### config.mk
export PLATFORM = sky130hd
export DESIGN_NAME = uhcc_cmd
export DESIGN_NICKNAME = d
export VERILOG_FILES = /design/src/design/uhcc_pkg.sv /design/src/design/uhcc_thr_if.sv /design/src/design/uhcc_thr_timer.sv /design/src/design/uhcc_cmd.sv
export VERILOG_INCLUDE_DIRS = /design/src /design/src/design
export SDC_FILE = /design/constraint.sdc
export NUM_CORES = 1
export LEC_CHECK = 0
export ABC_AREA = 1
export BUFFER_PORTS_ARGS = -buffer_cell sky130_fd_sc_hd__buf_2
export CAP_MARGIN = 30
export CORE_ASPECT_RATIO = 1.25
export CORE_MARGIN = 2
export CORE_UTILIZATION = 50
export DETAILED_ROUTE_END_ITERATION = 16
export PLACE_DENSITY = 0.75
export SYNTH_ARGS = -nofsm -noshare
export SYNTH_HDL_FRONTEND = slang
export SYNTH_SLANG_ARGS = --single-unit
### constraint.sdc
create_clock -name sys_clk -period 1.96 [get_ports sys_clk]
set_clock_uncertainty 0.15 [all_clocks]
set_input_delay 0.294 -clock sys_clk [delete_from_list [all_inputs] [get_ports sys_clk]]
set_output_delay 0.294 -clock sys_clk [all_outputs]
set_load 0.01 [all_outputs]
### src/design/uhcc_defines.svh
// constants for the usb host command controls block
// assumes a 20 MHz system clock and a byte-addressed register port
`ifndef UHCC_DEFINES_SVH
`define UHCC_DEFINES_SVH

// ==========================================================
// register map
`define UHCC_CMD_OFFSET 8'h20
`define UHCC_ADDR_W 8

// ==========================================================
// field positions of usb_host_command
`define UHCC_ITC_MSB 23
`define UHCC_ITC_LSB 16
`define UHCC_LIGHT_CONTROLLER_RESET_BIT 7
`define UHCC_ASYNC_ADVANCE_DOORBELL_BIT 6

// ==========================================================
// reset values and threshold codes
`define UHCC_ITC_RESET 8'h08
`define UHCC_ITC_1 8'h01
`define UHCC_ITC_2 8'h02
`define UHCC_ITC_4 8'h04
`define UHCC_ITC_8 8'h08
`define UHCC_ITC_16 8'h10
`define UHCC_ITC_32 8'h20
`define UHCC_ITC_64 8'h40

// ==========================================================
// timing
`define UHCC_CLK_PERIOD_NS 50
`define UHCC_LIGHT_CONTROLLER_RESET_TIME_NS 1000
`define UHCC_LIGHT_CONTROLLER_RESET_CYCLES \
  ((`UHCC_LIGHT_CONTROLLER_RESET_TIME_NS + `UHCC_CLK_PERIOD_NS - 1) / `UHCC_CLK_PERIOD_NS)

`endif

### src/design/uhcc_pkg.sv
// types for the usb host command controls block
// assumes uhcc_defines.svh is on the include path
`default_nettype none

package uhcc_pkg;

  // ==========================================================
  // light reset sequencer states, gray from idle through busy to done
  typedef enum logic [1:0] {
    UHCC_LR_IDLE = 2'h0,
    UHCC_LR_BUSY = 2'h1,
    UHCC_LR_DONE = 2'h3
  } uhcc_lr_state_t;

  typedef logic [7:0] uhcc_itc_t;

endpackage : uhcc_pkg

`default_nettype wire

### src/design/uhcc_thr_if.sv
// carrier between the command block and its threshold timer
// assumes both ends share sys_clk
`timescale 1ns/1ps
`default_nettype none

interface uhcc_thr_if;
  logic uframeTick;
  logic [7:0] thresholdCode;
  logic restart;
  logic boundary;

  modport ctrl (output uframeTick, output thresholdCode, output restart,
    input boundary);
  modport timer (input uframeTick, input thresholdCode, input restart,
    output boundary);
endinterface : uhcc_thr_if

`default_nettype wire

### src/design/uhcc_thr_timer.sv
// interrupt threshold timer: pulses at each threshold boundary
// assumes one uframeTick pulse per micro frame
`timescale 1ns/1ps
`default_nettype none
`include "uhcc_defines.svh"

module uhcc_thr_timer
  import uhcc_pkg::*;
#(
  parameter int CNT_W = 7
) (
  // clock and reset
  input wire logic clk,
  input wire logic rstN,
  // link to command block
  uhcc_thr_if.timer thr
);

  logic [CNT_W-1:0] frameCnt_reg;
  logic [CNT_W-1:0] limit;
  logic hit;

  // ==========================================================
  // code to micro frame count
  // undefined codes fall back to eight frames, the reset choice
  always_comb begin
    case (thr.thresholdCode)
      `UHCC_ITC_1: limit = CNT_W'(1);
      `UHCC_ITC_2: limit = CNT_W'(2);
      `UHCC_ITC_4: limit = CNT_W'(4);
      `UHCC_ITC_8: limit = CNT_W'(8);
      `UHCC_ITC_16: limit = CNT_W'(16);
      `UHCC_ITC_32: limit = CNT_W'(32);
      `UHCC_ITC_64: limit = CNT_W'(64);
      default: limit = CNT_W'(8);
    endcase
  end

  assign hit = thr.uframeTick && (frameCnt_reg >= limit - CNT_W'(1));

  // ==========================================================
  // micro frame counter
  always_ff @(posedge clk or negedge rstN) begin
    if (!rstN) begin
      frameCnt_reg <= '0;
    end else if (thr.restart || hit) begin
      frameCnt_reg <= '0;
    end else if (thr.uframeTick) begin
      frameCnt_reg <= frameCnt_reg + CNT_W'(1);
    end
  end

  always_ff @(posedge clk or negedge rstN) begin
    if (!rstN) begin
      thr.boundary <= 1'b0;
    end else begin
      thr.boundary <= hit && !thr.restart;
    end
  end

endmodule : uhcc_thr_timer

`default_nettype wire

### src/design/uhcc_cmd.sv
// command register controls: threshold, light reset, doorbell
// assumes a simple register port and the schedule engine on sys_clk
`timescale 1ns/1ps
`default_nettype none
`include "uhcc_defines.svh"

module uhcc_cmd
  import uhcc_pkg::*;
#(
  parameter bit LIGHT_RESET_IMPL = 1'b1,
  parameter int LIGHT_CONTROLLER_RESET_CYCLES = `UHCC_LIGHT_CONTROLLER_RESET_CYCLES
) (
  // clock and reset
  input wire logic sys_clk,
  input wire logic nrst,
  // register port
  input wire logic [`UHCC_ADDR_W-1:0] regAddr,
  input wire logic regWrEn,
  input wire logic regRdEn,
  input wire logic [31:0] regWrData,
  output logic [31:0] regRdData,
  output logic regRdValid,
  // status and enable links
  input wire logic controllerHaltedFlag,
  input wire logic asyncAdvanceIrqEnable,
  input wire logic asyncAdvanceStatusClr,
  output logic asyncAdvanceStatus,
  // schedule engine
  input wire logic uframeTick,
  input wire logic scheduleEvictDone,
  output logic doorbellRequest,
  output logic lightResetActive,
  // interrupt
  output logic asyncAdvanceIrq
);

  logic rstSync1_reg;
  logic rstN;
  logic cmdWrite;
  logic cmdRead;
  logic lightStart;
  logic lightEnd;
  uhcc_itc_t itc_reg;
  logic doorbell_reg;
  logic pending_reg;
  logic [15:0] lrCnt_reg;
  uhcc_lr_state_t lrState_reg;
  uhcc_lr_state_t lrState_next;

  uhcc_thr_if thr ();

  // ==========================================================
  // reset release through two flops
  always_ff @(posedge sys_clk or negedge nrst) begin
    if (!nrst) begin
      rstSync1_reg <= 1'b0;
      rstN <= 1'b0;
    end else begin
      rstSync1_reg <= 1'b1;
      rstN <= rstSync1_reg;
    end
  end

  assign cmdWrite = regWrEn && (regAddr == `UHCC_CMD_OFFSET);
  assign cmdRead = regRdEn && (regAddr == `UHCC_CMD_OFFSET);
  assign lightStart = LIGHT_RESET_IMPL && cmdWrite &&
    regWrData[`UHCC_LIGHT_CONTROLLER_RESET_BIT] && (lrState_reg == UHCC_LR_IDLE);
  assign lightEnd = (lrState_reg == UHCC_LR_DONE);

  // ==========================================================
  // light reset sequencer
  always_comb begin
    case (lrState_reg)
      UHCC_LR_IDLE: lrState_next = lightStart ? UHCC_LR_BUSY : UHCC_LR_IDLE;
      UHCC_LR_BUSY: lrState_next =
        (lrCnt_reg >= 16'(LIGHT_CONTROLLER_RESET_CYCLES - 1)) ? UHCC_LR_DONE : UHCC_LR_BUSY;
      UHCC_LR_DONE: lrState_next = UHCC_LR_IDLE;
      default: lrState_next = UHCC_LR_IDLE;
    endcase
  end

  always_ff @(posedge sys_clk or negedge rstN) begin
    if (!rstN) begin
      lrState_reg <= UHCC_LR_IDLE;
    end else begin
      lrState_reg <= lrState_next;
    end
  end

  always_ff @(posedge sys_clk or negedge rstN) begin
    if (!rstN) begin
      lrCnt_reg <= '0;
    end else if (lrState_reg == UHCC_LR_BUSY) begin
      lrCnt_reg <= lrCnt_reg + 16'h0001;
    end else begin
      lrCnt_reg <= '0;
    end
  end

  // only controller state is cleared; port state lives elsewhere
  assign lightResetActive = (lrState_reg != UHCC_LR_IDLE);

  // ==========================================================
  // threshold field
  // writes while running are dropped: the effect is undefined anyway
  always_ff @(posedge sys_clk or negedge rstN) begin
    if (!rstN) begin
      itc_reg <= `UHCC_ITC_RESET;
    end else if (lightEnd) begin
      itc_reg <= `UHCC_ITC_RESET;
    end else if (cmdWrite && controllerHaltedFlag) begin
      itc_reg <= regWrData[`UHCC_ITC_MSB:`UHCC_ITC_LSB];
    end
  end

  // ==========================================================
  // doorbell and async advance status
  // pending drives the engine; the visible bit stays set afterwards
  always_ff @(posedge sys_clk or negedge rstN) begin
    if (!rstN) begin
      pending_reg <= 1'b0;
    end else if (lightResetActive) begin
      pending_reg <= 1'b0;
    end else if (cmdWrite && regWrData[`UHCC_ASYNC_ADVANCE_DOORBELL_BIT]) begin
      pending_reg <= 1'b1;
    end else if (scheduleEvictDone) begin
      pending_reg <= 1'b0;
    end
  end

  always_ff @(posedge sys_clk or negedge rstN) begin
    if (!rstN) begin
      doorbell_reg <= 1'b0;
    end else if (lightResetActive) begin
      doorbell_reg <= 1'b0;
    end else if (pending_reg && scheduleEvictDone) begin
      doorbell_reg <= 1'b1;
    end else if (cmdWrite) begin
      doorbell_reg <= regWrData[`UHCC_ASYNC_ADVANCE_DOORBELL_BIT];
    end
  end

  assign doorbellRequest = pending_reg;

  // set wins over a clear in the same cycle
  always_ff @(posedge sys_clk or negedge rstN) begin
    if (!rstN) begin
      asyncAdvanceStatus <= 1'b0;
    end else if (pending_reg && scheduleEvictDone) begin
      asyncAdvanceStatus <= 1'b1;
    end else if (asyncAdvanceStatusClr || lightResetActive) begin
      asyncAdvanceStatus <= 1'b0;
    end
  end

  // ==========================================================
  // interrupt at the threshold boundary
  assign thr.uframeTick = uframeTick;
  assign thr.thresholdCode = itc_reg;
  assign thr.restart = lightResetActive;

  uhcc_thr_timer #(
    .CNT_W(7)
  ) thrTimer (
    .clk(sys_clk),
    .rstN(rstN),
    .thr(thr)
  );

  always_ff @(posedge sys_clk or negedge rstN) begin
    if (!rstN) begin
      asyncAdvanceIrq <= 1'b0;
    end else if (!asyncAdvanceStatus || !asyncAdvanceIrqEnable) begin
      asyncAdvanceIrq <= 1'b0;
    end else if (thr.boundary) begin
      asyncAdvanceIrq <= 1'b1;
    end
  end

  // ==========================================================
  // read path; unmapped offsets read zero
  always_ff @(posedge sys_clk or negedge rstN) begin
    if (!rstN) begin
      regRdData <= '0;
    end else if (cmdRead) begin
      regRdData <= '0;
      regRdData[`UHCC_ITC_MSB:`UHCC_ITC_LSB] <= itc_reg;
      regRdData[`UHCC_LIGHT_CONTROLLER_RESET_BIT] <=
        LIGHT_RESET_IMPL && lightResetActive;
      regRdData[`UHCC_ASYNC_ADVANCE_DOORBELL_BIT] <= doorbell_reg;
    end else if (regRdEn) begin
      regRdData <= '0;
    end
  end

  always_ff @(posedge sys_clk or negedge rstN) begin
    if (!rstN) begin
      regRdValid <= 1'b0;
    end else begin
      regRdValid <= regRdEn;
    end
  end

endmodule : uhcc_cmd

`default_nettype wire

==> flow_metrics.py <==
metrics = {
    "flow_run": {
        "max-cap-violations": 0,
    },
    "placement": {
        "place_area_um2": 3150,
        "gp_congestion": 0.889,
        "hpwl_um": 4180,
        "place_ws_ns": -0.655,
        "portBuffers": 41,
        "dp_cells": 450,
    },
    "critical_path": {
        "cp_num_buf_inv": 2,
        "crit_top_cell": "nor2_2",
        "worstPathArrival_ns": 2.70,
        "cp_max_fo": 4,
        "startpoint_type": "flop",
        "critPathMaxStageDelay_ns": 0.40,
        "end_kind": "flop",
        "required_ns": 2.05,
        "cpMaxStageDelayCell": "dfrtp_1",
        "crit_chain": "nor2_2, nand2_2, nor2_2, inv_2, ha_4, inv_2, nor2_4, a31oi_1, nor2_1, ha_1, nand2_1, nor2_2, o21ai_1, nand3_1, o21ai_2, nand2_2, nor3_2",
        "path_delay_family": "simple AND/OR/NAND/NOR gates",
        "crit_type": "reg2reg",
    },
    "detailed_routing": {
        "via_count": 2269,
        "drc_errors": 0,
        "wl_um": 5610,
        "drt_iter0_drc": 132,
        "wl_per_cell_um": 12.2,
        "ant_nets": 0,
        "firstDrtPassIters": 4,
        "viasPerCell": 4.92,
    },
    "run_status": {
        "status": "complete, but fails checks",
        "violations": "negative setup slack",
    },
    "power": {
        "p_sw_mw": 0.670,
        "p_int_mw": 1.55,
        "swShare": 0.302,
        "peakVddDrop_uv": 510,
        "comb_power_share": 0.201,
        "p_per_area_nw_per_um2": 669,
        "clock_power_share": 0.262,
        "total_power_mw": 2.22,
        "p_leak_nw": 1.70,
        "seq_power_share": 0.537,
    },
    "sta": {
        "hold_viol_final": 0,
        "worst_slack_ns": -0.657,
        "min_period_over_period": 1.34,
        "period_minus_slack_ns": 2.62,
        "setup_tns_ns": -4.98,
        "fmax_mhz": 382,
        "whs_ns": 0.0114,
        "drv_slew": 0,
        "setup-violations-final": 8,
        "rsz0062_at_grt": "true",
    },
    "synthesis": {
        "synth.most_common_cell": "inv_1",
        "netlist_area_um2": 2800,
        "postSynthAreaPerCell_um2": 8.46,
        "synth_top_area_frac": 0.447,
        "yosys.area_share.simple": 0.229,
        "synth-compound-area-share": 0.101,
        "synth_cell_types": 35,
        "muxShareOfSynthArea": 0,
        "yosys_register_bits": 51,
        "synth_xor_area_frac": 0.0282,
        "synthAdderAreaFrac": 0.0447,
        "synthTopCellsByArea": "dfrtp_1, inv_1, buf_4",
        "synth_top_family_by_area": "simple AND/OR/NAND/NOR gates",
        "async_flop_share": 1.00,
        "ys.flop_type": "dfrtp_1",
        "yosys_warnings": 0,
        "seq_area_frac_synth": 0.456,
        "synth_edf_count": 0,
        "synth_largest_area_cell": "dfrtp_1",
        "synth_common_cells": "inv_1, dfrtp_1, nand2_1",
        "synthCells": 331,
    },
    "die": {
        "num_rows": 30,
        "chipHeight_um": 87.7,
        "die_area_um2": 6220,
        "io_pins": 86,
        "die_x_um": 70.9,
        "start_util": 0.518,
        "coreArea_um2": 5410,
    },
    "grt": {
        "grt_max_degree": 30,
        "grt_first_pass_wirelength_um": 9000,
        "antenna_found_initial": 0,
        "grt_pass1_vias": 2087,
        "grt_overflow": 0,
        "gr-usage-all-layers": 0.183,
    },
    "finish": {
        "fin_area_um2": 3320,
        "largest_reg_flops": 16,
        "final_net_count": 455,
        "postLayoutCoreUtil": 0.614,
        "drive_above_1_share": 0.282,
        "instances_no_fill": 461,
        "area_growth_pct": 18.5,
        "n_antenna_cell": 0,
        "fillers": 482,
    },
    "clocking": {
        "clk_pin_slew_ns": 0.09,
        "htreeDepth": 2,
        "cts_made_buffers": 5,
        "cts.path.max_buffers": 2,
        "clkLatencyLatePin_ns": 0.30,
        "cts_tree": "yes",
        "root_buffer": "clkbuf_8",
        "cts.sinks": 51,
    },
    "hold_path": {
        "holdCritPathClass": "in2reg",
    },
}
## per-layer routing
layer | up-vias | GRT usage | routed length (µm)
met4 | 0 | 0.0892 | 137
met5 | - | 0 | 0
li1 | 1145 | - | -
met3 | 16 | 0.0345 | 206
met2 | 44 | 0.313 | 2940
met1 | 1064 | 0.222 | 2320
## cell type report
| class | count | area, µm² | share of cell area |
|---|---|---|---|
| clock buffers | 8 | 80.1 | 0.0241 |
| inverters | 57 | 215 | 0.0649 |
| multi-input cells | 220 | 1290 | 0.390 |
| flip-flops and latches | 51 | 1280 | 0.385 |
| well taps | 64 | 80.1 | 0.0241 |
| repair buffers | 61 | 370 | 0.112 |
## cells by family (layout without fill, tap and decap cells)
logic type,after synthesis,after routing
other cells,2,23
buf+inv,81,126
fa+ha+maj,10,10
flops,51,51
xor+xnor,9,9
simple gates,130,130
compound gates,48,48
## cell usage in the layout, fill, tap and decap left out, types with 11 or more instances in the layout
cell and n:
a21oi_1 11, buf_2 41, buf_4 18, conb_1 23
dfrtp_1 49, inv_1 50, nand2_1 40, nand3_1 12
nor2_1 25, nor2_2 12, o21ai_1 11
## worst register-to-register path, stage by stage (launching register included)
cell,delay (ns)
dfrtp_1,0.40
nor2_2,0.17
nand2_2,0.13
nor2_2,0.14
inv_2,0.07
ha_4,0.16
inv_2,0.06
nor2_4,0.04
a31oi_1,0.13
nor2_1,0.07
ha_1,0.32
nand2_1,0.09
nor2_2,0.04
o21ai_1,0.06
nand3_1,0.13
o21ai_2,0.20
nand2_2,0.09
nor3_2,0.10
## power by group through the flow
stage | registers, mW | clock network (mW) | logic [mW]
global placement | 1.21 | 0 | 0.404
finish | 1.19 | 0.581 | 0.447
detailed placement | 1.21 | 0 | 0.421
global route | 1.20 | 0.638 | 0.517
floorplan | 1.20 | 0 | 0.328
CTS | 1.19 | 0.593 | 0.438
## path summary, 6_finish.rpt
kind                                       start                  endpoint  slack [ns]  cells past startpoint
min                        asyncAdvanceStatusClr        asyncAdvanceStatus        0.01                      2
max                                   itc_reg[4]  thrTimer.frameCnt_reg[2]       -0.66                     17
max in group asynchronous                   rstN              doorbell_reg        1.06                      1
min in group asynchronous                   rstN             regRdData[16]        0.08                      0
max reg2reg                           itc_reg[4]  thrTimer.frameCnt_reg[2]       -0.66                     17
min reg2reg                                 rstN             regRdData[16]        0.08                      0
## repair_timing
action,in CTS,in global routing
pin swaps,3,12
setup buffers,1,1
hold buffers,1,0
endpoints found under the setup margin,8,8
resized for setup,4,16
hold endpoints to repair,2,0
gates cloned,0,0
No activity file was read; power rests on OpenSTA's default activity.
